## src/common/swb_cfg.svh

```systemverilog
// Offsets, field positions, reset values and timing counts of the bus timer
`ifndef SWB_CFG_SVH
`define SWB_CFG_SVH

// Clock and time base
`define SWB_CLK_HZ 20000000
`define SWB_US_PER_S 1000000
`define SWB_CYC_PER_US (`SWB_CLK_HZ / `SWB_US_PER_S)

// Register byte offsets
`define SWB_OFS_CMD 8'h00
`define SWB_OFS_SPEED 8'h04
`define SWB_OFS_CFG_CMD 8'h08
`define SWB_OFS_CFG_RESP 8'h0c
`define SWB_OFS_STATUS 8'h10
`define SWB_OFS_RESP 8'h14

// Field positions
`define SWB_CMD_OP_MSB 9
`define SWB_CMD_OP_LSB 8
`define SWB_STAT_BUSY 0
`define SWB_STAT_VALID 1
`define SWB_RESP_VALID 8

// Segment lengths in microseconds
`define SWB_RST_LOW_STD_US 512
`define SWB_RST_LOW_OD_US 64
`define SWB_SI_STD_US 8
`define SWB_SI_OD_US 2
`define SWB_PDT_STD_US 64
`define SWB_PDT_OD_US 8
`define SWB_FILL_STD_US 512
`define SWB_FILL_OD_US 64
`define SWB_SHORT_WAIT_US 4096
`define SWB_W1_LOW_STD_US 8
`define SWB_W1_LOW_OD_US 1
`define SWB_DSO_STD_US 3
`define SWB_DSO_OD_US 1
`define SWB_HIGH1_STD_US 49
`define SWB_HIGH1_OD_US 8
`define SWB_LOW0_STD_US 57
`define SWB_LOW0_OD_US 7
`define SWB_REC0_US 3

// Configuration parameter codes and reset values
`define SWB_PAR_SLEW 3'h1
`define SWB_PAR_W1LT 3'h4
`define SWB_PAR_DSO 3'h5
`define SWB_SLEW_DEFAULT 3'h0
`define SWB_PPD_DEFAULT 3'h4
`define SWB_SPUD_DEFAULT 3'h4
`define SWB_PAR_DEF_OTHER 3'h0

// Reset result codes and response framing
`define SWB_RES_SHORT 2'h0
`define SWB_RES_PRESENCE 2'h1
`define SWB_RES_ALARM 2'h2
`define SWB_RES_NONE 2'h3
`define SWB_RST_RESP_HI 6'h33

// Bus answers
`define SWB_AXI_OKAY 2'h0
`define SWB_AXI_SLVERR 2'h2

`endif

```

## src/common/swb_pkg.sv

```systemverilog
// Types shared by the bus timing block
package swb_pkg;

  typedef enum logic [10:0] {
    ST_IDLE = 11'h001,
    ST_PREP = 11'h002,
    ST_RST_LOW = 11'h004,
    ST_SI = 11'h008,
    ST_SHORT_WAIT = 11'h010,
    ST_PDT = 11'h020,
    ST_FILL = 11'h040,
    ST_SLOT_LOW = 11'h080,
    ST_DSO = 11'h100,
    ST_SLOT_HIGH = 11'h200,
    ST_DONE = 11'h400
  } swb_state_type;

  typedef enum logic [1:0] {
    SWB_SPD_STD = 2'h0,
    SWB_SPD_FLEX = 2'h1,
    SWB_SPD_OD = 2'h2
  } swb_speed_type;

  typedef enum logic [1:0] {
    SWB_OP_NONE = 2'h0,
    SWB_OP_RESET = 2'h1,
    SWB_OP_BYTE = 2'h2,
    SWB_OP_BIT = 2'h3
  } swb_op_type;

endpackage

```

## src/logic/swb_sync2.sv

```systemverilog
// Two flip-flop synchroniser for the bus level
`timescale 1ns/1ns
module swb_sync2 (
  // Clock and reset
  input wire logic aclk,
  input wire logic aresetn,
  // Asynchronous level in, synchronised level out
  input wire logic d,
  output logic q
);
  logic meta_reg;

  // First stage is read only by the second; bus idles high
  always_ff @(posedge aclk) begin
    if (!aresetn) begin
      meta_reg <= 1'b1;
      q <= 1'b1;
    end else begin
      meta_reg <= d;
      q <= meta_reg;
    end
  end
endmodule // swb_sync2

```

## src/logic/swb_us_tick.sv

```systemverilog
// Restartable microsecond enable pulse
`timescale 1ns/1ns
module swb_us_tick #(
  parameter int DIV = 20
) (
  // Clock and reset
  input wire logic aclk,
  input wire logic aresetn,
  // Phase restart and tick out
  input wire logic restart,
  output logic tick
);
  logic [7:0] cnt_reg;
  logic wrap;

  // Restart aligns the tick to a segment start, so segments are exact
  assign wrap = (cnt_reg == 8'(DIV - 1));

  always_ff @(posedge aclk) begin
    if (!aresetn || restart) begin
      cnt_reg <= 8'h00;
      tick <= 1'b0;
    end else begin
      cnt_reg <= wrap ? 8'h00 : cnt_reg + 8'h01;
      tick <= (cnt_reg == 8'(DIV - 2));
    end
  end
endmodule // swb_us_tick

```

## src/logic/swb_bus_timing.sv

```systemverilog
// Single wire bus timing generator with AXI4-Lite register access
// Function
// - Weak pullup switches off one cycle before the pulldown turns on.
// - Falling slew is default except at flexible speed, then parameter one.
// - Reset drives bus low 512us, or 64us at overdrive.
// - After release wait 8us, or 2us overdrive, then sample short.
// - High sample then waits 64us, or 8us overdrive, sampling presence.
// - After presence sample wait fill 512us or 64us, then respond.
// - Whole reset high interval uses only the weak pullup.
// - Low sample waits 4096us, samples again; still low reports short.
// - Second sample high waits fill, reports alarm, no presence sample.
// - Short and interrupt detection runs identically at overdrive.
// - Write-one slot: low, sample offset, read sample, high time.
// - Write-zero slot is low then recovery, with no bus sample.
// - Slots inside a byte follow each other with no idle time.
// - Response is posted as soon as the final slot completes.
// - Reset segments are the same at standard and flexible speed.
// - Config byte: bit7 clear, bit0 set, code 6:4, value 3:1.
// - Config response bit0 clear; write echoes, read returns value.
`timescale 1ns/1ns
`include "swb_cfg.svh"
module swb_bus_timing
  import swb_pkg::*;
#(
  parameter int AW = 8,
  parameter int RST_LOW_STD_US = `SWB_RST_LOW_STD_US,
  parameter int FILL_STD_US = `SWB_FILL_STD_US,
  parameter int SHORT_WAIT_US = `SWB_SHORT_WAIT_US
) (
  // Clock and reset
  input wire logic aclk,
  input wire logic aresetn,
  // AXI4-Lite write channels
  input wire logic [AW-1:0] s_axi_awaddr,
  input wire logic s_axi_awvalid,
  output logic s_axi_awready,
  input wire logic [31:0] s_axi_wdata,
  input wire logic [3:0] s_axi_wstrb,
  input wire logic s_axi_wvalid,
  output logic s_axi_wready,
  output logic [1:0] s_axi_bresp,
  output logic s_axi_bvalid,
  input wire logic s_axi_bready,
  // AXI4-Lite read channels
  input wire logic [AW-1:0] s_axi_araddr,
  input wire logic s_axi_arvalid,
  output logic s_axi_arready,
  output logic [31:0] s_axi_rdata,
  output logic [1:0] s_axi_rresp,
  output logic s_axi_rvalid,
  input wire logic s_axi_rready,
  // Open-drain bus pin and pullup control
  input wire logic bus_in,
  output logic bus_out,
  output logic bus_oe,
  output logic weak_pullup_current,
  output logic [2:0] pulldown_slew_param
);
  localparam int CYC_US = `SWB_CYC_PER_US;

  swb_state_type state_reg, state_next;
  logic [1:0] speed_reg;
  swb_op_type op_reg;
  logic [12:0] timer_reg, timer_next;
  logic [7:0] shift_reg;
  logic [3:0] bits_left_reg;
  logic rx_bit_reg, alarm_reg;
  logic [1:0] result_reg;
  logic [7:0] resp_reg, cfg_resp_reg;
  logic resp_valid_reg;
  logic [2:0] param_reg [0:7];
  logic aw_full_reg, w_full_reg;
  logic [AW-1:0] awaddr_reg;
  logic [31:0] wdata_reg;
  logic [3:0] wstrb_reg;
  logic [31:0] rd_mux;
  logic bus_s, us_tick, seg_load;

  // Only word addresses of the six registers answer OKAY
  function automatic logic is_mapped(input logic [AW-1:0] a);
    logic [7:0] b;
    b = 8'(a);
    return (b == `SWB_OFS_CMD) || (b == `SWB_OFS_SPEED) ||
           (b == `SWB_OFS_CFG_CMD) || (b == `SWB_OFS_CFG_RESP) ||
           (b == `SWB_OFS_STATUS) || (b == `SWB_OFS_RESP);
  endfunction

  function automatic logic [2:0] par_default(input int idx);
    logic [2:0] v;
    v = `SWB_PAR_DEF_OTHER;
    case (idx)
      1: v = `SWB_SLEW_DEFAULT;
      2: v = `SWB_PPD_DEFAULT;
      3: v = `SWB_SPUD_DEFAULT;
      default: v = `SWB_PAR_DEF_OTHER;
    endcase
    return v;
  endfunction

  // Segment length in microseconds for the state being entered
  function automatic logic [12:0] seg_len(input swb_state_type st,
      input logic [1:0] spd, input logic b, input logic [2:0] w1,
      input logic [2:0] ds);
    logic od, fx;
    logic [12:0] n;
    od = (spd == SWB_SPD_OD);
    fx = (spd == SWB_SPD_FLEX);
    n = 13'h0001;
    case (st)
      ST_RST_LOW: n = od ? 13'(`SWB_RST_LOW_OD_US) : 13'(RST_LOW_STD_US);
      ST_SI: n = od ? 13'(`SWB_SI_OD_US) : 13'(`SWB_SI_STD_US);
      ST_SHORT_WAIT: n = 13'(SHORT_WAIT_US);
      ST_PDT: n = od ? 13'(`SWB_PDT_OD_US) : 13'(`SWB_PDT_STD_US);
      ST_FILL: n = od ? 13'(`SWB_FILL_OD_US) : 13'(FILL_STD_US);
      ST_SLOT_LOW: begin
        if (b) begin
          n = od ? 13'(`SWB_W1_LOW_OD_US) :
              13'(`SWB_W1_LOW_STD_US) + (fx ? {10'h000, w1} : 13'h0000);
        end else begin
          n = od ? 13'(`SWB_LOW0_OD_US) : 13'(`SWB_LOW0_STD_US);
        end
      end
      ST_DSO: n = od ? 13'(`SWB_DSO_OD_US) :
          13'(`SWB_DSO_STD_US) + (fx ? {10'h000, ds} : 13'h0000);
      ST_SLOT_HIGH: begin
        if (b) begin
          n = od ? 13'(`SWB_HIGH1_OD_US) : 13'(`SWB_HIGH1_STD_US);
        end else begin
          n = 13'(`SWB_REC0_US) + (fx ? {10'h000, ds} : 13'h0000);
        end
      end
      default: n = 13'h0001;
    endcase
    return n;
  endfunction

  // Pin level enters through two flops before any decision reads it
  swb_sync2 u_bus_sync (
    .aclk(aclk),
    .aresetn(aresetn),
    .d(bus_in),
    .q(bus_s)
  );

  // Time base restarts on every segment change
  swb_us_tick #(.DIV(CYC_US)) u_tick (
    .aclk(aclk),
    .aresetn(aresetn),
    .restart(seg_load),
    .tick(us_tick)
  );

  // Bus handshakes and decoded write strobes
  wire aw_hs = s_axi_awvalid && s_axi_awready;
  wire w_hs = s_axi_wvalid && s_axi_wready;
  wire ar_hs = s_axi_arvalid && s_axi_arready;
  wire do_write = aw_full_reg && w_full_reg && !s_axi_bvalid;
  wire [7:0] wa = 8'(awaddr_reg);
  wire [7:0] ra = 8'(s_axi_araddr);
  wire cmd_wr = do_write && (wa == `SWB_OFS_CMD) && (wstrb_reg[1:0] == 2'h3);
  wire spd_wr = do_write && (wa == `SWB_OFS_SPEED) && wstrb_reg[0] &&
                (wdata_reg[1:0] != 2'h3);
  wire cfg_wr = do_write && (wa == `SWB_OFS_CFG_CMD) && wstrb_reg[0] &&
                !wdata_reg[7] && wdata_reg[0];
  wire [2:0] par_code = wdata_reg[6:4];
  wire par_we = cfg_wr && (par_code != 3'h0);
  wire rd_resp = ar_hs && (ra == `SWB_OFS_RESP);
  wire [1:0] cmd_op = wdata_reg[`SWB_CMD_OP_MSB:`SWB_CMD_OP_LSB];
  wire start = cmd_wr && (state_reg == ST_IDLE) && (cmd_op != SWB_OP_NONE);

  // Next values of the bus channel flags
  wire aw_full_next = (aw_full_reg || aw_hs) && !do_write;
  wire w_full_next = (w_full_reg || w_hs) && !do_write;
  wire bvalid_next = do_write || (s_axi_bvalid && !s_axi_bready);
  wire rvalid_next = ar_hs || (s_axi_rvalid && !s_axi_rready);

  // Write side: address and data may arrive in either order
  always_ff @(posedge aclk) begin
    if (!aresetn) begin
      aw_full_reg <= 1'b0;
      w_full_reg <= 1'b0;
      awaddr_reg <= '0;
      wdata_reg <= 32'h00000000;
      wstrb_reg <= 4'h0;
      s_axi_awready <= 1'b0;
      s_axi_wready <= 1'b0;
      s_axi_bvalid <= 1'b0;
      s_axi_bresp <= `SWB_AXI_OKAY;
    end else begin
      aw_full_reg <= aw_full_next;
      w_full_reg <= w_full_next;
      if (aw_hs) awaddr_reg <= s_axi_awaddr;
      if (w_hs) wdata_reg <= s_axi_wdata;
      if (w_hs) wstrb_reg <= s_axi_wstrb;
      s_axi_awready <= !aw_full_next && !bvalid_next;
      s_axi_wready <= !w_full_next && !bvalid_next;
      s_axi_bvalid <= bvalid_next;
      if (do_write) begin
        s_axi_bresp <= is_mapped(awaddr_reg) ? `SWB_AXI_OKAY :
                       `SWB_AXI_SLVERR;
      end
    end
  end

  // Read mux; write-only registers read as zero
  always_comb begin
    rd_mux = 32'h00000000;
    if (ra == `SWB_OFS_SPEED) begin
      rd_mux = {30'h0, speed_reg};
    end else if (ra == `SWB_OFS_CFG_RESP) begin
      rd_mux = {24'h0, cfg_resp_reg};
    end else if (ra == `SWB_OFS_STATUS) begin
      rd_mux = {28'h0, result_reg, resp_valid_reg, state_reg != ST_IDLE};
    end else if (ra == `SWB_OFS_RESP) begin
      rd_mux = {23'h0, resp_valid_reg, resp_reg};
    end
  end

  // Read side: one outstanding read, data held until rready
  always_ff @(posedge aclk) begin
    if (!aresetn) begin
      s_axi_arready <= 1'b0;
      s_axi_rvalid <= 1'b0;
      s_axi_rdata <= 32'h00000000;
      s_axi_rresp <= `SWB_AXI_OKAY;
    end else begin
      s_axi_arready <= !rvalid_next;
      s_axi_rvalid <= rvalid_next;
      if (ar_hs) begin
        s_axi_rdata <= rd_mux;
        s_axi_rresp <= is_mapped(s_axi_araddr) ? `SWB_AXI_OKAY :
                       `SWB_AXI_SLVERR;
      end
    end
  end

  // Parameter store; reset returns every code to its default
  genvar gi;
  generate
    for (gi = 0; gi < 8; gi++) begin : g_par
      always_ff @(posedge aclk) begin
        if (!aresetn) begin
          param_reg[gi] <= par_default(gi);
        end else if (par_we && (par_code == 3'(gi))) begin
          param_reg[gi] <= wdata_reg[3:1];
        end
      end
    end
  endgenerate

  // Config answer: echo on write, value code on read
  always_ff @(posedge aclk) begin
    if (!aresetn) begin
      cfg_resp_reg <= 8'h00;
      speed_reg <= SWB_SPD_STD;
    end else begin
      if (par_we) begin
        cfg_resp_reg <= {wdata_reg[7:1], 1'b0};
      end else if (cfg_wr) begin
        cfg_resp_reg <= {wdata_reg[7:4], param_reg[wdata_reg[3:1]],
                         1'b0};
      end
      if (spd_wr) speed_reg <= wdata_reg[1:0];
    end
  end

  // Segment sequencer; every wait ends on a time-base tick
  wire expire = us_tick && (timer_reg == 13'h0001);
  assign seg_load = (state_next != state_reg);
  wire cur_bit = shift_reg[0];

  always_comb begin
    state_next = state_reg;
    case (state_reg)
      ST_IDLE: if (start) state_next = ST_PREP;
      ST_PREP: state_next = (op_reg == SWB_OP_RESET) ? ST_RST_LOW :
                            ST_SLOT_LOW;
      ST_RST_LOW: if (expire) state_next = ST_SI;
      ST_SI: if (expire) begin
        state_next = bus_s ? ST_PDT : ST_SHORT_WAIT;
      end
      ST_SHORT_WAIT: if (expire) begin
        state_next = bus_s ? ST_FILL : ST_DONE;
      end
      ST_PDT: if (expire) state_next = ST_FILL;
      ST_FILL: if (expire) state_next = ST_DONE;
      ST_SLOT_LOW: if (expire) begin
        state_next = cur_bit ? ST_DSO : ST_SLOT_HIGH;
      end
      ST_DSO: if (expire) state_next = ST_SLOT_HIGH;
      ST_SLOT_HIGH: if (expire) begin
        state_next = (bits_left_reg > 4'h1) ? ST_PREP : ST_DONE;
      end
      ST_DONE: state_next = ST_IDLE;
      default: state_next = ST_IDLE;
    endcase
  end

  // Timer reloads from speed and parameters when a segment begins
  always_comb begin
    timer_next = timer_reg;
    if (seg_load) begin
      timer_next = seg_len(state_next, speed_reg, cur_bit,
                           param_reg[`SWB_PAR_W1LT],
                           param_reg[`SWB_PAR_DSO]);
    end else if (us_tick && (timer_reg != 13'h0000)) begin
      timer_next = timer_reg - 13'h0001;
    end
  end

  // Sequencer state, shift data and results
  always_ff @(posedge aclk) begin
    if (!aresetn) begin
      state_reg <= ST_IDLE;
      timer_reg <= 13'h0000;
      op_reg <= SWB_OP_NONE;
      shift_reg <= 8'h00;
      bits_left_reg <= 4'h0;
      rx_bit_reg <= 1'b0;
      alarm_reg <= 1'b0;
      result_reg <= `SWB_RES_NONE;
    end else begin
      state_reg <= state_next;
      timer_reg <= timer_next;
      if (start) begin
        op_reg <= swb_op_type'(cmd_op);
        shift_reg <= wdata_reg[7:0];
        bits_left_reg <= (cmd_op == SWB_OP_BYTE) ? 4'h8 : 4'h1;
        alarm_reg <= 1'b0;
      end
      // Write-zero slots never visit the sample point
      if (state_reg == ST_SLOT_LOW && expire) rx_bit_reg <= 1'b0;
      if (state_reg == ST_DSO && expire) rx_bit_reg <= bus_s;
      if (state_reg == ST_SLOT_HIGH && expire) begin
        shift_reg <= {rx_bit_reg, shift_reg[7:1]};
        bits_left_reg <= bits_left_reg - 4'h1;
      end
      if (state_reg == ST_SHORT_WAIT && expire) begin
        alarm_reg <= bus_s;
        if (!bus_s) result_reg <= `SWB_RES_SHORT;
      end
      if (state_reg == ST_PDT && expire) begin
        result_reg <= bus_s ? `SWB_RES_NONE : `SWB_RES_PRESENCE;
      end
      if (state_reg == ST_FILL && expire && alarm_reg) begin
        result_reg <= `SWB_RES_ALARM;
      end
    end
  end

  // Response posting; a new response beats a same-cycle read clear
  wire resp_set = (state_reg == ST_DONE);
  wire [7:0] resp_byte = (op_reg == SWB_OP_RESET) ?
      {`SWB_RST_RESP_HI, result_reg} :
      (op_reg == SWB_OP_BYTE) ? shift_reg : {7'h00, shift_reg[7]};

  always_ff @(posedge aclk) begin
    if (!aresetn) begin
      resp_reg <= 8'h00;
      resp_valid_reg <= 1'b0;
    end else begin
      if (resp_set) resp_reg <= resp_byte;
      resp_valid_reg <= resp_set || (resp_valid_reg && !rd_resp);
    end
  end

  // Pin drivers follow the next state so they line up with it
  wire low_next = (state_next == ST_RST_LOW) || (state_next == ST_SLOT_LOW);
  wire pu_off_next = low_next || (state_next == ST_PREP);

  always_ff @(posedge aclk) begin
    if (!aresetn) begin
      bus_out <= 1'b0;
      bus_oe <= 1'b0;
      weak_pullup_current <= 1'b1;
      pulldown_slew_param <= `SWB_SLEW_DEFAULT;
    end else begin
      bus_out <= 1'b0;
      bus_oe <= low_next;
      weak_pullup_current <= !pu_off_next;
      pulldown_slew_param <= (speed_reg == SWB_SPD_FLEX) ?
          param_reg[`SWB_PAR_SLEW] : `SWB_SLEW_DEFAULT;
    end
  end

  // Cycles spent in the current state, for the checks below
  logic [17:0] st_cnt;
  always_ff @(posedge aclk) begin
    if (!aresetn || seg_load) st_cnt <= 18'h00000;
    else st_cnt <= st_cnt + 18'h00001;
  end

  a_pullup_off_low: assert property (@(posedge aclk) disable iff (!aresetn)
    $rose(bus_oe) |-> !weak_pullup_current && !$past(weak_pullup_current))
    else $error("pulldown on while weak pullup active");
  a_slew_fixed: assert property (@(posedge aclk) disable iff (!aresetn)
    ($past(speed_reg) != SWB_SPD_FLEX) |->
    pulldown_slew_param == `SWB_SLEW_DEFAULT)
    else $error("slew changed outside flexible speed");
  a_rst_low_len: assert property (@(posedge aclk) disable iff (!aresetn)
    (state_reg == ST_RST_LOW && expire && speed_reg != SWB_SPD_OD) |->
    st_cnt == 18'(RST_LOW_STD_US * CYC_US - 1))
    else $error("reset low time wrong");
  a_si_len: assert property (@(posedge aclk) disable iff (!aresetn)
    (state_reg == ST_SI && expire && speed_reg == SWB_SPD_OD) |->
    st_cnt == 18'(`SWB_SI_OD_US * CYC_US - 1))
    else $error("short sample offset wrong");
  a_fill_len: assert property (@(posedge aclk) disable iff (!aresetn)
    (state_reg == ST_FILL && expire && speed_reg != SWB_SPD_OD) |->
    st_cnt == 18'(FILL_STD_US * CYC_US - 1))
    else $error("fill delay wrong");
  a_high_weak_only: assert property (@(posedge aclk) disable iff (!aresetn)
    (state_reg inside {ST_SI, ST_SHORT_WAIT, ST_PDT, ST_FILL}) |->
    weak_pullup_current && !bus_oe)
    else $error("bus driven in reset high time");
  a_short_report: assert property (@(posedge aclk) disable iff (!aresetn)
    (state_reg == ST_SHORT_WAIT && expire && !bus_s) |=> ##1
    resp_valid_reg && resp_reg[1:0] == `SWB_RES_SHORT)
    else $error("short not reported at once");
  a_alarm_fill: assert property (@(posedge aclk) disable iff (!aresetn)
    (state_reg == ST_SHORT_WAIT && expire && bus_s) |=>
    state_reg == ST_FILL && alarm_reg)
    else $error("alarm path skipped fill");
  a_w0_no_sample: assert property (@(posedge aclk) disable iff (!aresetn)
    (state_reg == ST_DSO) |-> cur_bit)
    else $error("sample taken in write-zero slot");
  a_zero_idle: assert property (@(posedge aclk) disable iff (!aresetn)
    (state_reg == ST_SLOT_HIGH && expire && bits_left_reg > 4'h1) |=>
    state_reg == ST_PREP ##1 state_reg == ST_SLOT_LOW && bus_oe)
    else $error("idle gap between slots");
  a_resp_prompt: assert property (@(posedge aclk) disable iff (!aresetn)
    (state_reg == ST_SLOT_HIGH && expire && bits_left_reg == 4'h1) |=>
    ##1 resp_valid_reg)
    else $error("response late after last slot");
  a_cfg_bit0: assert property (@(posedge aclk) disable iff (!aresetn)
    cfg_wr |=> cfg_resp_reg[0] == 1'b0 &&
    cfg_resp_reg[7:4] == $past(wdata_reg[7:4]))
    else $error("config response malformed");

  c_reset_presence: cover property (@(posedge aclk) disable iff (!aresetn)
    resp_set && op_reg == SWB_OP_RESET &&
    result_reg == `SWB_RES_PRESENCE);
  c_reset_short: cover property (@(posedge aclk) disable iff (!aresetn)
    resp_set && result_reg == `SWB_RES_SHORT);
  c_byte_done: cover property (@(posedge aclk) disable iff (!aresetn)
    resp_set && op_reg == SWB_OP_BYTE);
  c_flex_slew: cover property (@(posedge aclk) disable iff (!aresetn)
    bus_oe && pulldown_slew_param != `SWB_SLEW_DEFAULT);
endmodule // swb_bus_timing

```

## config.mk

```make
export PLATFORM = sky130hd
export DESIGN_NAME = swb_bus_timing
export DESIGN_NICKNAME = d
export VERILOG_FILES = /design/src/common/swb_pkg.sv /design/src/logic/swb_sync2.sv /design/src/logic/swb_us_tick.sv /design/src/logic/swb_bus_timing.sv
export VERILOG_INCLUDE_DIRS = /design/src /design/src/common
export SDC_FILE = /design/constraint.sdc
export NUM_CORES = 1
export LEC_CHECK = 0
export ABC_CLOCK_PERIOD_IN_PS = 4100
export BUFFER_PORTS_ARGS = -buffer_cell sky130_fd_sc_hd__buf_4
export CAP_MARGIN = 20
export CELL_PAD_IN_SITES_DETAIL_PLACEMENT = 0
export CELL_PAD_IN_SITES_GLOBAL_PLACEMENT = 1
export CORE_UTILIZATION = 46
export CTS_CLUSTER_DIAMETER = 50
export DETAILED_ROUTE_END_ITERATION = 7
export PLACE_DENSITY_LB_ADDON = 0.25
export SLEW_MARGIN = 20
export SYNTH_ARGS = -nofsm -noshare
export SYNTH_HDL_FRONTEND = slang
export SYNTH_SLANG_ARGS = --single-unit
```

## constraint.sdc

```tcl
create_clock -name aclk -period 4.1 [get_ports aclk]
set_input_delay 1.025 -clock aclk [delete_from_list [all_inputs] [get_ports aclk]]
set_output_delay 1.025 -clock aclk [all_outputs]
set_load 0.01 [all_outputs]
```

# Word-level counts from Yosys, hierarchy flattened

Memory sizes are Yosys's and may differ from the RTL's. A register that Yosys moved wholly into a read port is not among the register bits.
Cells that the tools add are included.

Output and inout port bits: 47
Memories: 1
Bits of input ports: 60
Bits in registers: 136
Word-level logic and storage cells: 279
Memory bits (writable): 24

Equality and inequality tests: 51
Add/subtract/negate cells: 5
Order comparisons: 1
Multiplexer cells: 88
Bitwise operators: 9
Reduce and logical (&&, ||, !) cells: 92

Memories:

| name      | words | width | rd ports | clocked after memory_dff | wr ports | RTL line             | text |
|---|---|---|---|---|---|---|---|
| param_reg | 8     | 3     | 4        | 2                        | 8        | swb_bus_timing.sv:71 | `logic [2:0] param_reg [0:7];` |

Operator list:

| cell                                             | count |
|---|---|
| 2-to-1 mux 11 bit                                | 11 |
| one-hot mux 11 bit (10 select lines)             | 1 |
| one-hot mux 13 bit (7 select lines)              | 1 |
| 2-to-1 mux 8 bit                                 | 7 |
| == test 8 x 5 -> 1 bit (second input constant)   | 6 |
| logical AND 1 bit                                | 42 |
| 2-to-1 mux 13 bit                                | 3 |
| 2-to-1 mux 3 bit                                 | 12 |
| 2-to-1 mux 9 bit                                 | 4 |
| == test 8 x 4 -> 1 bit (second input constant)   | 4 |
| 2-to-1 mux 1 bit                                 | 30 |
| 2-to-1 mux 6 bit                                 | 5 |
| == test 11 x 10 -> 1 bit (second input constant) | 2 |
| == test 11 x 2 -> 1 bit (second input constant)  | 2 |
| == test 11 x 3 -> 1 bit (second input constant)  | 2 |
| == test 11 x 4 -> 1 bit (second input constant)  | 2 |
| == test 11 x 5 -> 1 bit (second input constant)  | 2 |
| == test 11 x 6 -> 1 bit (second input constant)  | 2 |
| == test 11 x 7 -> 1 bit (second input constant)  | 2 |
| == test 11 x 8 -> 1 bit (second input constant)  | 2 |
| == test 11 x 9 -> 1 bit (second input constant)  | 2 |
| 2-to-1 mux 10 bit                                | 2 |
| logical OR 1 bit                                 | 18 |
| == test 8 x 3 -> 1 bit (second input constant)   | 2 |
| other kinds (32)                                 | 80 |

# Depth between registers and ports, before layout

Gate-level depths: netlist (run 1).

Depth after elaboration: 12
Depth in mapped cells: 10
Depth with buffers taken out: 9

# Hierarchy

A second synthesis (run 1) with hierarchy kept.

Cell total of the unflattened synthesis: 827
Area, all modules: 7044.3 sq um

Modules (own cells, without submodules):

| module         | times used | seq. area each (sq um) | cells an instance | area an instance (sq um) |
|---|---|---|---|---|
| swb_bus_timing | 1          | 2842.7                 | 777               | 6565.0 |
| swb_us_tick    | 1          | 180.2                  | 46                | 426.7 |
| swb_sync2      | 1          | 40.0                   | 4                 | 52.6 |

# Worst setup path before layout (run 1)

Ideal clock, no wire load.

Path kind: input -> register
Start: input port s_axi_araddr[7]
End: register s_axi_rdata[2]
Arrival time: 2.618 ns
Setup time: 0.086 ns
Setup slack: 1.396 ns
Required time: 4.014 ns
Buffers on the path: 0
Cell stages on the path: 6
Cells stage by stage: nor3_1 -> nor3b_1 -> nand2_1 -> nor3b_1 -> a222oi_1 -> a211oi_1

Longest elaborated chain between the ends: 5
Elaborated cells on any way between the ends: 8
Those cells by class: eq/ne: 4; mux: 4

Ends and longest elaborated chain:

| item                                    | RTL line              | text |
|---|---|---|
| from (decl)                             | swb_bus_timing.sv:45  | `input wire logic [AW-1:0] s_axi_araddr,` |
| == test 8 x 5 -> 1 bit (no source line) | --                    |  |
| 2-to-1 mux 9 bit                        | swb_bus_timing.sv:214 | `` end else if (ra == `SWB_OFS_RESP) begin `` |
| 2-to-1 mux 9 bit                        | swb_bus_timing.sv:212 | `` end else if (ra == `SWB_OFS_STATUS) begin `` |
| 2-to-1 mux 9 bit                        | swb_bus_timing.sv:210 | `` end else if (ra == `SWB_OFS_CFG_RESP) begin `` |
| 2-to-1 mux 9 bit *                      | swb_bus_timing.sv:208 | `` if (ra == `SWB_OFS_SPEED) begin `` |
| to (signal assigned)                    | swb_bus_timing.sv:230 | `s_axi_rdata <= rd_mux;` |
| to (decl)                               | swb_bus_timing.sv:48  | `output logic [31:0] s_axi_rdata,` |

Every way passes the cells marked *; elsewhere a longest branch is shown, timed or not.
A chain may end at the register's enable or synchronous reset.

# Final worst setup path (run 1)

Start: register state_reg[6]
End: register bits_left_reg[3]

Longest elaborated chain between the ends: 4
Elaborated cells on any way between the ends: 7
Those cells by class: eq/ne: 2; mux: 1; reduce/logical: 4

Ends and longest elaborated chain:

| item                                | RTL line              | text |
|---|---|---|
| from (decl)                         | swb_bus_timing.sv:61  | `swb_state_type state_reg, state_next;` |
| from (signal assigned)              | swb_bus_timing.sv:323 | `state_reg <= state_next;` |
| == test 11 x 1 -> 1 bit             | swb_bus_timing.sv:169 | `wire start = cmd_wr && (state_reg == ST_IDLE) && (cmd_op != SWB_OP_NONE);` |
| logical AND 1 bit (2 in a row)      | swb_bus_timing.sv:169 |  |
| nonzero test 2 bit (no source line) | --                    |  |
| to (signal assigned)                | swb_bus_timing.sv:328 | `bits_left_reg <= (cmd_op == SWB_OP_BYTE) ? 4'h8 : 4'h1;` |
| to (signal assigned)                | swb_bus_timing.sv:336 | `bits_left_reg <= bits_left_reg - 4'h1;` |
| to (decl)                           | swb_bus_timing.sv:66  | `logic [3:0] bits_left_reg;` |

Parallel ways exist; a longest one is shown, timed or not.

==> metrics.txt, run 1 <==
ratio of cells with drive above 1 in the final layout=14.0%; Hold Crit Start=u_bus_sync.meta_reg; Post-CTS Setup Inserts=0; ys async rst share=0%; post-cts sizing count=0; synthesized-area fraction occupied by adder cells=1.43%; Clk Latency, worst-skew pair=420 ps; area delta synth->final=15.0%; die height=125 µm; row cnt=44; synthesized flop and latch total=141; synth warn=0; wire per inst=16.3 µm; number of remaining DRC errors=10; GRT Overall Usage=22.6%; crit-path max FO=17; Hold Vio Cnt, Final=0; final worst path period need=3200 ps; synthesized area=0.00700 mm²; Final Net Count=914; P_leak=3.03 nW; Fillers=1351; total CTS buffers=17; largest family of logic cells by synthesized area=simple AND/OR/NAND/NOR gates; Arrival @ worst endpoint=3510 ps; post-synthesis compound-gate area fraction=16.1%; f_max=313 MHz; worst hold path type=reg -> reg; worst setup margin=901 ps; number of max-cap violations=0; Worst Setup SP=state_reg[6]; CTS tree=yes; Finished Layout Cells=1043; Critical Path, Cell by Cell=nor4_1 -> nand3_1 -> nor2_1 -> and3_1 -> nand3b_1 -> o21ai_1 -> o21a_1; crit path max-delay cell type=nor4_1; Slew @ Worst Pin=985 ps; Worst Setup End Kind=flip-flop; Root Buffer=clkbuf_16; Mean Syn Cell Area=8.71 µm²; CP required=4410 ps; I/O pins=107; Worst R2R Start=state_reg[6]; Synth area leader=dfxtp_1; placed wire-length estimate=12300 µm; top cells by area, synth=dfxtp_1, edfxtp_1, nand2_1, nor2_1, a21oi_1; Post-DP Area=0.00743 mm²; Layout Skew=7.40 ps; crit start category=flip-flop; Post-Synth XOR/XNOR Area=2.75%; worst hold slack=412 ps; Initial Util=47.7%; final setup vio count=0; Slowest Stage Delay on Critical Path=750 ps; Netlist cell types=75; largest net degree at the start of global routing=49; First DRT Iteration DRCs=346; cells after synthesis=804; placer congestion estimate=0.858; max reg flops=24; Vias/cell=5.63; fin crit share=78.0%; post-synth top area share=33.4%; mux contribution to synthesized area=4.07%; grt ovf=0; number of synthesized flops with an enable pin=24; CTS Sinks=141; outcome=finished, violations left; CP Class=reg -> reg; final wirelength=17100 µm; top_reg_cell synth=dfxtp_1; Ant. Diodes=0; Die Area=0.0157 mm²; Finished Cell Area=0.00805 mm²; Simple-Gate Fraction of Synth Area=25.7%; H-tree depth=4; PortBufs=56; hold buffers post-CTS=0; first-pass GRT wire length=28200 µm; Vias=5877; Die X-Extent=125 µm; vias in the first global route=5644; Core Region=0.0147 mm²; failing checks=DRC; Max IR drop VDD=0.296 mV; RSZ-0062 raised after global routing=no; Max transition margin=34.2%; placed cell count=1011; post-route ant nets=0; dpl ws=885 ps; PwrDens=401 mW/mm²; Final Slew Violations=0; Clock Path Buffers=2; Fin Setup TNS=0 ps; antenna violations before repair=0; clk slew on worst S/H paths=60 ps; register area share after synthesis=43.7%; TritonRoute pass-1 iters=7
## placed cells by master (no fill, tap or decap), types with 11 or more instances in the layout
master	Yosys	final
conb_1	1	29
clkbuf_16	0	18
inv_1	15	15
buf_4	27	62
nand2b_1	11	11
xor2_1	14	14
nand2_1	101	101
nand3_1	28	28
nor2b_1	12	12
a21oi_1	57	57
nor2_1	101	101
dfxtp_1	117	117
a211oi_1	17	17
nor3_1	21	21
mux2i_1	15	15
edfxtp_1	24	24
o21ai_0	26	26
and3_1	12	12
## logic make-up (layout without fill, tap and decap cells)
group                    after synthesis  in the layout
buffers and inverters                 83            110
multiplexers                          21             21
flip-flops                           141            141
adder cells (fa/ha/maj)                8              8
AND/OR/NAND/NOR                      361            361
XOR/XNOR                              22             22
AO/OA/AOI/OAI                        167            167
other                                  1             29
## layer usage
metal / up-vias / part of all wire [%] / global-route usage [%]
li1: 2912 / - / -
met1: 2796 / 48 / 31.0
met2: 150 / 46 / 36.2
met3: 19 / 4.6 / 3.21
met4: 0 / 1.5 / 8.82
met5: - / 0 / 0
## power breakdown
group	internal [W]	switching [W]	leakage, nW
Clock	0.000987	0.000607	0.304
Combinational	0.0000701	0.0000923	1.54
Sequential	0.00144	0.0000332	1.19
## through the flow
step / util [%] / power, W
after floorplan: - / 0.00161
after global placement: 50.6 / 0.00166
after detailed placement: 50.6 / 0.00167
after CTS: 54.8 / 0.00325
after global routing: 54.8 / 0.00333
final: 54.8 / 0.00323
## cells in the mapped netlist, types with 3 or more instances
| cell type | count |
|---|---|
| o21bai_1 | 3 |
| nor4_1 | 9 |
| a31oi_1 | 4 |
| ha_1 | 8 |
| mux2i_1 | 15 |
| and3_1 | 12 |
| nor3_1 | 21 |
| and2_0 | 3 |
| nand3_1 | 28 |
| xor2_1 | 14 |
| nand4_1 | 10 |
| xnor2_1 | 8 |
| a221oi_1 | 7 |
| a211oi_1 | 17 |
| buf_1 | 3 |
| nor4b_1 | 7 |
| or2_2 | 3 |
| nand3b_1 | 6 |
| inv_1 | 15 |
| and2_1 | 9 |
| or4_1 | 5 |
| nand2_1 | 101 |
| nor2_1 | 101 |
| nor3b_1 | 7 |
| nand2b_1 | 11 |
| o211ai_1 | 7 |
| o21a_1 | 5 |
| o31ai_1 | 4 |
| clkbuf_1 | 33 |
| buf_4 | 27 |
| a21o_1 | 5 |
| o21ai_0 | 26 |
| dfxtp_1 | 117 |
| edfxtp_1 | 24 |
| mux4_2 | 6 |
| a21oi_1 | 57 |
| o22ai_1 | 3 |
| nor2b_1 | 12 |
## final timing paths
| kind | to | slack, ps | cells after the start |
|---|---|---|---|
| min reg2reg | u_bus_sync.q | 410 | 1 |
| max reg2reg | bits_left_reg[3] | 900 | 7 |
| min | u_bus_sync.q | 410 | 1 |
| max | bits_left_reg[3] | 900 | 7 |
## area by class of cell
| class | count | area [µm²] | share of cell area [%] |
|---|---|---|---|
| inverters | 16 | 60.1 | 0.746 |
| well taps | 184 | 230 | 2.86 |
| multi-input cells | 608 | 3620 | 44.9 |
| repair buffers | 62 | 465 | 5.78 |
| clock buffers | 21 | 492 | 6.11 |
| clock inverters | 11 | 126 | 1.57 |
| flip-flops and latches | 141 | 3060 | 38.0 |
## worst max-delay path, delay by kind of cell, from the launching register on
family	cells	cell delay (ps)
AOI/OAI and AO/OA	2	240
DFF	1	480
and+or+nand+nor	5	2370
No activity file was read; power rests on OpenSTA's default activity.
==> run 2: changes to the inputs <==
--- a/config.mk
+++ b/config.mk
@@ -6,12 +6,12 @@
 export SDC_FILE = /design/constraint.sdc
 export NUM_CORES = 1
 export LEC_CHECK = 0
-export ABC_CLOCK_PERIOD_IN_PS = 4100
+export ABC_CLOCK_PERIOD_IN_PS = 3300
 export BUFFER_PORTS_ARGS = -buffer_cell sky130_fd_sc_hd__buf_4
 export CAP_MARGIN = 20
 export CELL_PAD_IN_SITES_DETAIL_PLACEMENT = 0
 export CELL_PAD_IN_SITES_GLOBAL_PLACEMENT = 1
-export CORE_UTILIZATION = 46
+export CORE_UTILIZATION = 43
 export CTS_CLUSTER_DIAMETER = 50
 export DETAILED_ROUTE_END_ITERATION = 7
 export PLACE_DENSITY_LB_ADDON = 0.25
==> constraint.sdc (replaced) <==
create_clock -name aclk -period 3.3 [get_ports aclk]
set_input_delay 0.825 -clock aclk [delete_from_list [all_inputs] [get_ports aclk]]
set_output_delay 0.825 -clock aclk [all_outputs]
set_load 0.01 [all_outputs]
==> run 2 against run 1 <==
  * The run now ends clean
  * Combinational power up 29%
  * Power up 27%
  * Global-route usage up 0.33 points
  * Cell count up 4.5%
  * Worst setup slack worse by 600 ps
  * Maximum frequency up 6.7%
  * Die area up 6.9%
==> metrics.txt, run 2 (synthesis results as in run 1) <==
outcome=finished, final reports clean; Clock Path Buffers=2 (unchanged); power share of the clock group=50.2% (+0.9 points); Final Net Count=929 (+1.6%); GRT Overall Usage=23.0% (+0.33 points); combinational power share=5.1% (about the same); post-cts sizing count=0 (unchanged); Vias=5970 (+1.6%); first-pass GRT wire length=29600 µm (+5.0%); die height=130 µm (+3.4%); hold buffers post-CTS=0 (unchanged); vias in the first global route=5848 (+3.6%); crit-path max FO=8 (-9); Hold Crit Start=u_bus_sync.meta_reg; fin util=51.8% (-3.0 points); Critical Path, Cell by Cell=or4_1 -> nor4_1 -> buf_4 -> and2_1 -> buf_4 -> nand3_1 -> o21ai_0; Slowest Stage Delay on Critical Path=560 ps (-190 ps); placed wire-length estimate=13100 µm (+6.4%); internal power=0.00314 W (+26%); largest net degree at the start of global routing=39 (-20%); worst hold path type=reg -> reg; ratio of cells with drive above 1 in the final layout=15.4% (+1.5 points); Core Region=0.0159 mm² (+8.1%); final worst path period need=3000 ps (-201 ps); area occupied by registers=0.00306 mm² (unchanged); Worst R2R Start=awaddr_reg[0]; area delta synth->final=17.5%; Worst Setup SP=awaddr_reg[0]; Vias/cell=5.48 (-2.8%); H-tree depth=4 (unchanged); most frequent cells in the layout=dfxtp_1, nand2_1, nor2_1, buf_4, a21oi_1; Max transition margin=39.2% (+5.0 points); Worst Setup End Kind=flip-flop; P_leak=3.12 nW (+3.1%); Root Buffer=clkbuf_16; Sw Ratio=23.2% (+0.55 points); Die X-Extent=130 µm (+3.4%); final wirelength=17800 µm (+4.6%); clk slew on worst S/H paths=60 ps (about the same); most common cell after layout, fill and taps aside=dfxtp_1; number of max-cap violations=0 (unchanged); crit start category=flip-flop; Layout Skew=5.97 ps (-1.43 ps); CP Class=reg -> reg; grt ovf=0 (unchanged); Ant. Diodes=0 (unchanged); post-route ant nets=0 (unchanged); most frequent CP cell=buf_4; First DRT Iteration DRCs=423 (+22%); f_max=334 MHz (+6.7%); CP required=3360 ps (-1050 ps); max reg flops=24 (unchanged); Slew @ Worst Pin=912 ps (-73.1 ps); fin crit share=90.9% (+13 points); Hold Vio Cnt, Final=0 (unchanged); I/O pins=107 (unchanged); PwrDens=498 mW/mm² (+24%); CTS Sinks=141 (unchanged); CTS tree=yes; Die Area=0.0168 mm² (+6.9%); row cnt=46 (+4.5%); number of remaining DRC errors=0 (-10); Final Slew Violations=0 (unchanged); total CTS buffers=17 (unchanged); TritonRoute pass-1 iters=5 (-2); Post-CTS Setup Inserts=0 (unchanged); RSZ-0062 raised after global routing=no; CP bufs+invs=2 (+2); Flop pwr share=44.7% (-0.9 points); crit path max-delay cell type=or4_1; placer congestion estimate=0.910 (+6.1%); final setup vio count=0 (unchanged); Top delay family on crit path=simple AND/OR/NAND/NOR gates; Fin Setup TNS=0 ps (unchanged); Multi-input gate area=0.00362 mm² (unchanged); Initial Util=44.1% (-3.6 points); Arrival @ worst endpoint=3060 ps (-450 ps); wire per inst=16.4 µm (+0.11%); PortBufs=56 (unchanged); Clk Latency, worst-skew pair=420 ps (about the same); Max IR drop VDD=0.353 mV (+19%); antenna violations before repair=0 (unchanged); Sw Pwr=0.000951 W (+30%); Fillers=1558 (+15%)
-- run 2: power by group through the flow --
stage	Sequential (W)	Clock, W	Combinational [W]
2_1_floorplan	0.00186	0	0.000148
3_3_place_gp	0.00187	0	0.000205
3_5_place_dp	0.00187	0	0.000209
4_1_cts	0.00183	0.00209	0.000210
5_1_grt	0.00184	0.00217	0.000236
6_report	0.00183	0.00206	0.000209
-- run 2: routing by layer --
layer / global-route usage, % / wire, µm / up-vias
li1: - / - / 2943
met1: 29.3 / 7980 / 2846
met2: 38.2 / 8610 / 156
met3: 4.95 / 895 / 25
met4: 8.28 / 354 / 0
met5: 0 / 0 / -
-- run 2: area by class of cell --
type,count,area share [%]
clock inverters,11,1.70
inverters,16,0.730
well taps,216,3.28
repair buffers,77,7.02
flip-flops and latches,141,37.2
multi-input cells,608,43.9
clock buffers,21,6.11
-- run 2: metrics by stage --
step / instance area, µm² / hold slack (ps) / cells / total power, W / setup slack [ps]
finish: 8230 / 420 / 1090 / 0.00410 / 302
global route: 8230 / 457 / 1090 / 0.00424 / 153
CTS: 8230 / 424 / 1090 / 0.00413 / 314
detailed placement: 7590 / 399 / 1058 / 0.00208 / 336
global placement: 7590 / 401 / 1058 / 0.00207 / 362
floorplan: 7110 / 386 / 832 / 0.00200 / 624
-- run 2: worst reg2reg max path, delay by kind of cell (launching register included) --
| kind | cells | cell delay [ps] |
|---|---|---|
| DFF | 1 | 320 |
| buffers and inverters | 2 | 390 |
| AOI/OAI and AO/OA | 1 | 530 |
| and+or+nand+nor | 4 | 1390 |
-- run 2: path summary, 6_finish.rpt --
path	to	slack, ps	depth (start not counted)
worst max register to register	param_reg[3][2]	300	7
worst min-delay path	u_bus_sync.q	420	1
worst max-delay path	param_reg[3][2]	300	7
worst min register to register	u_bus_sync.q	420	1
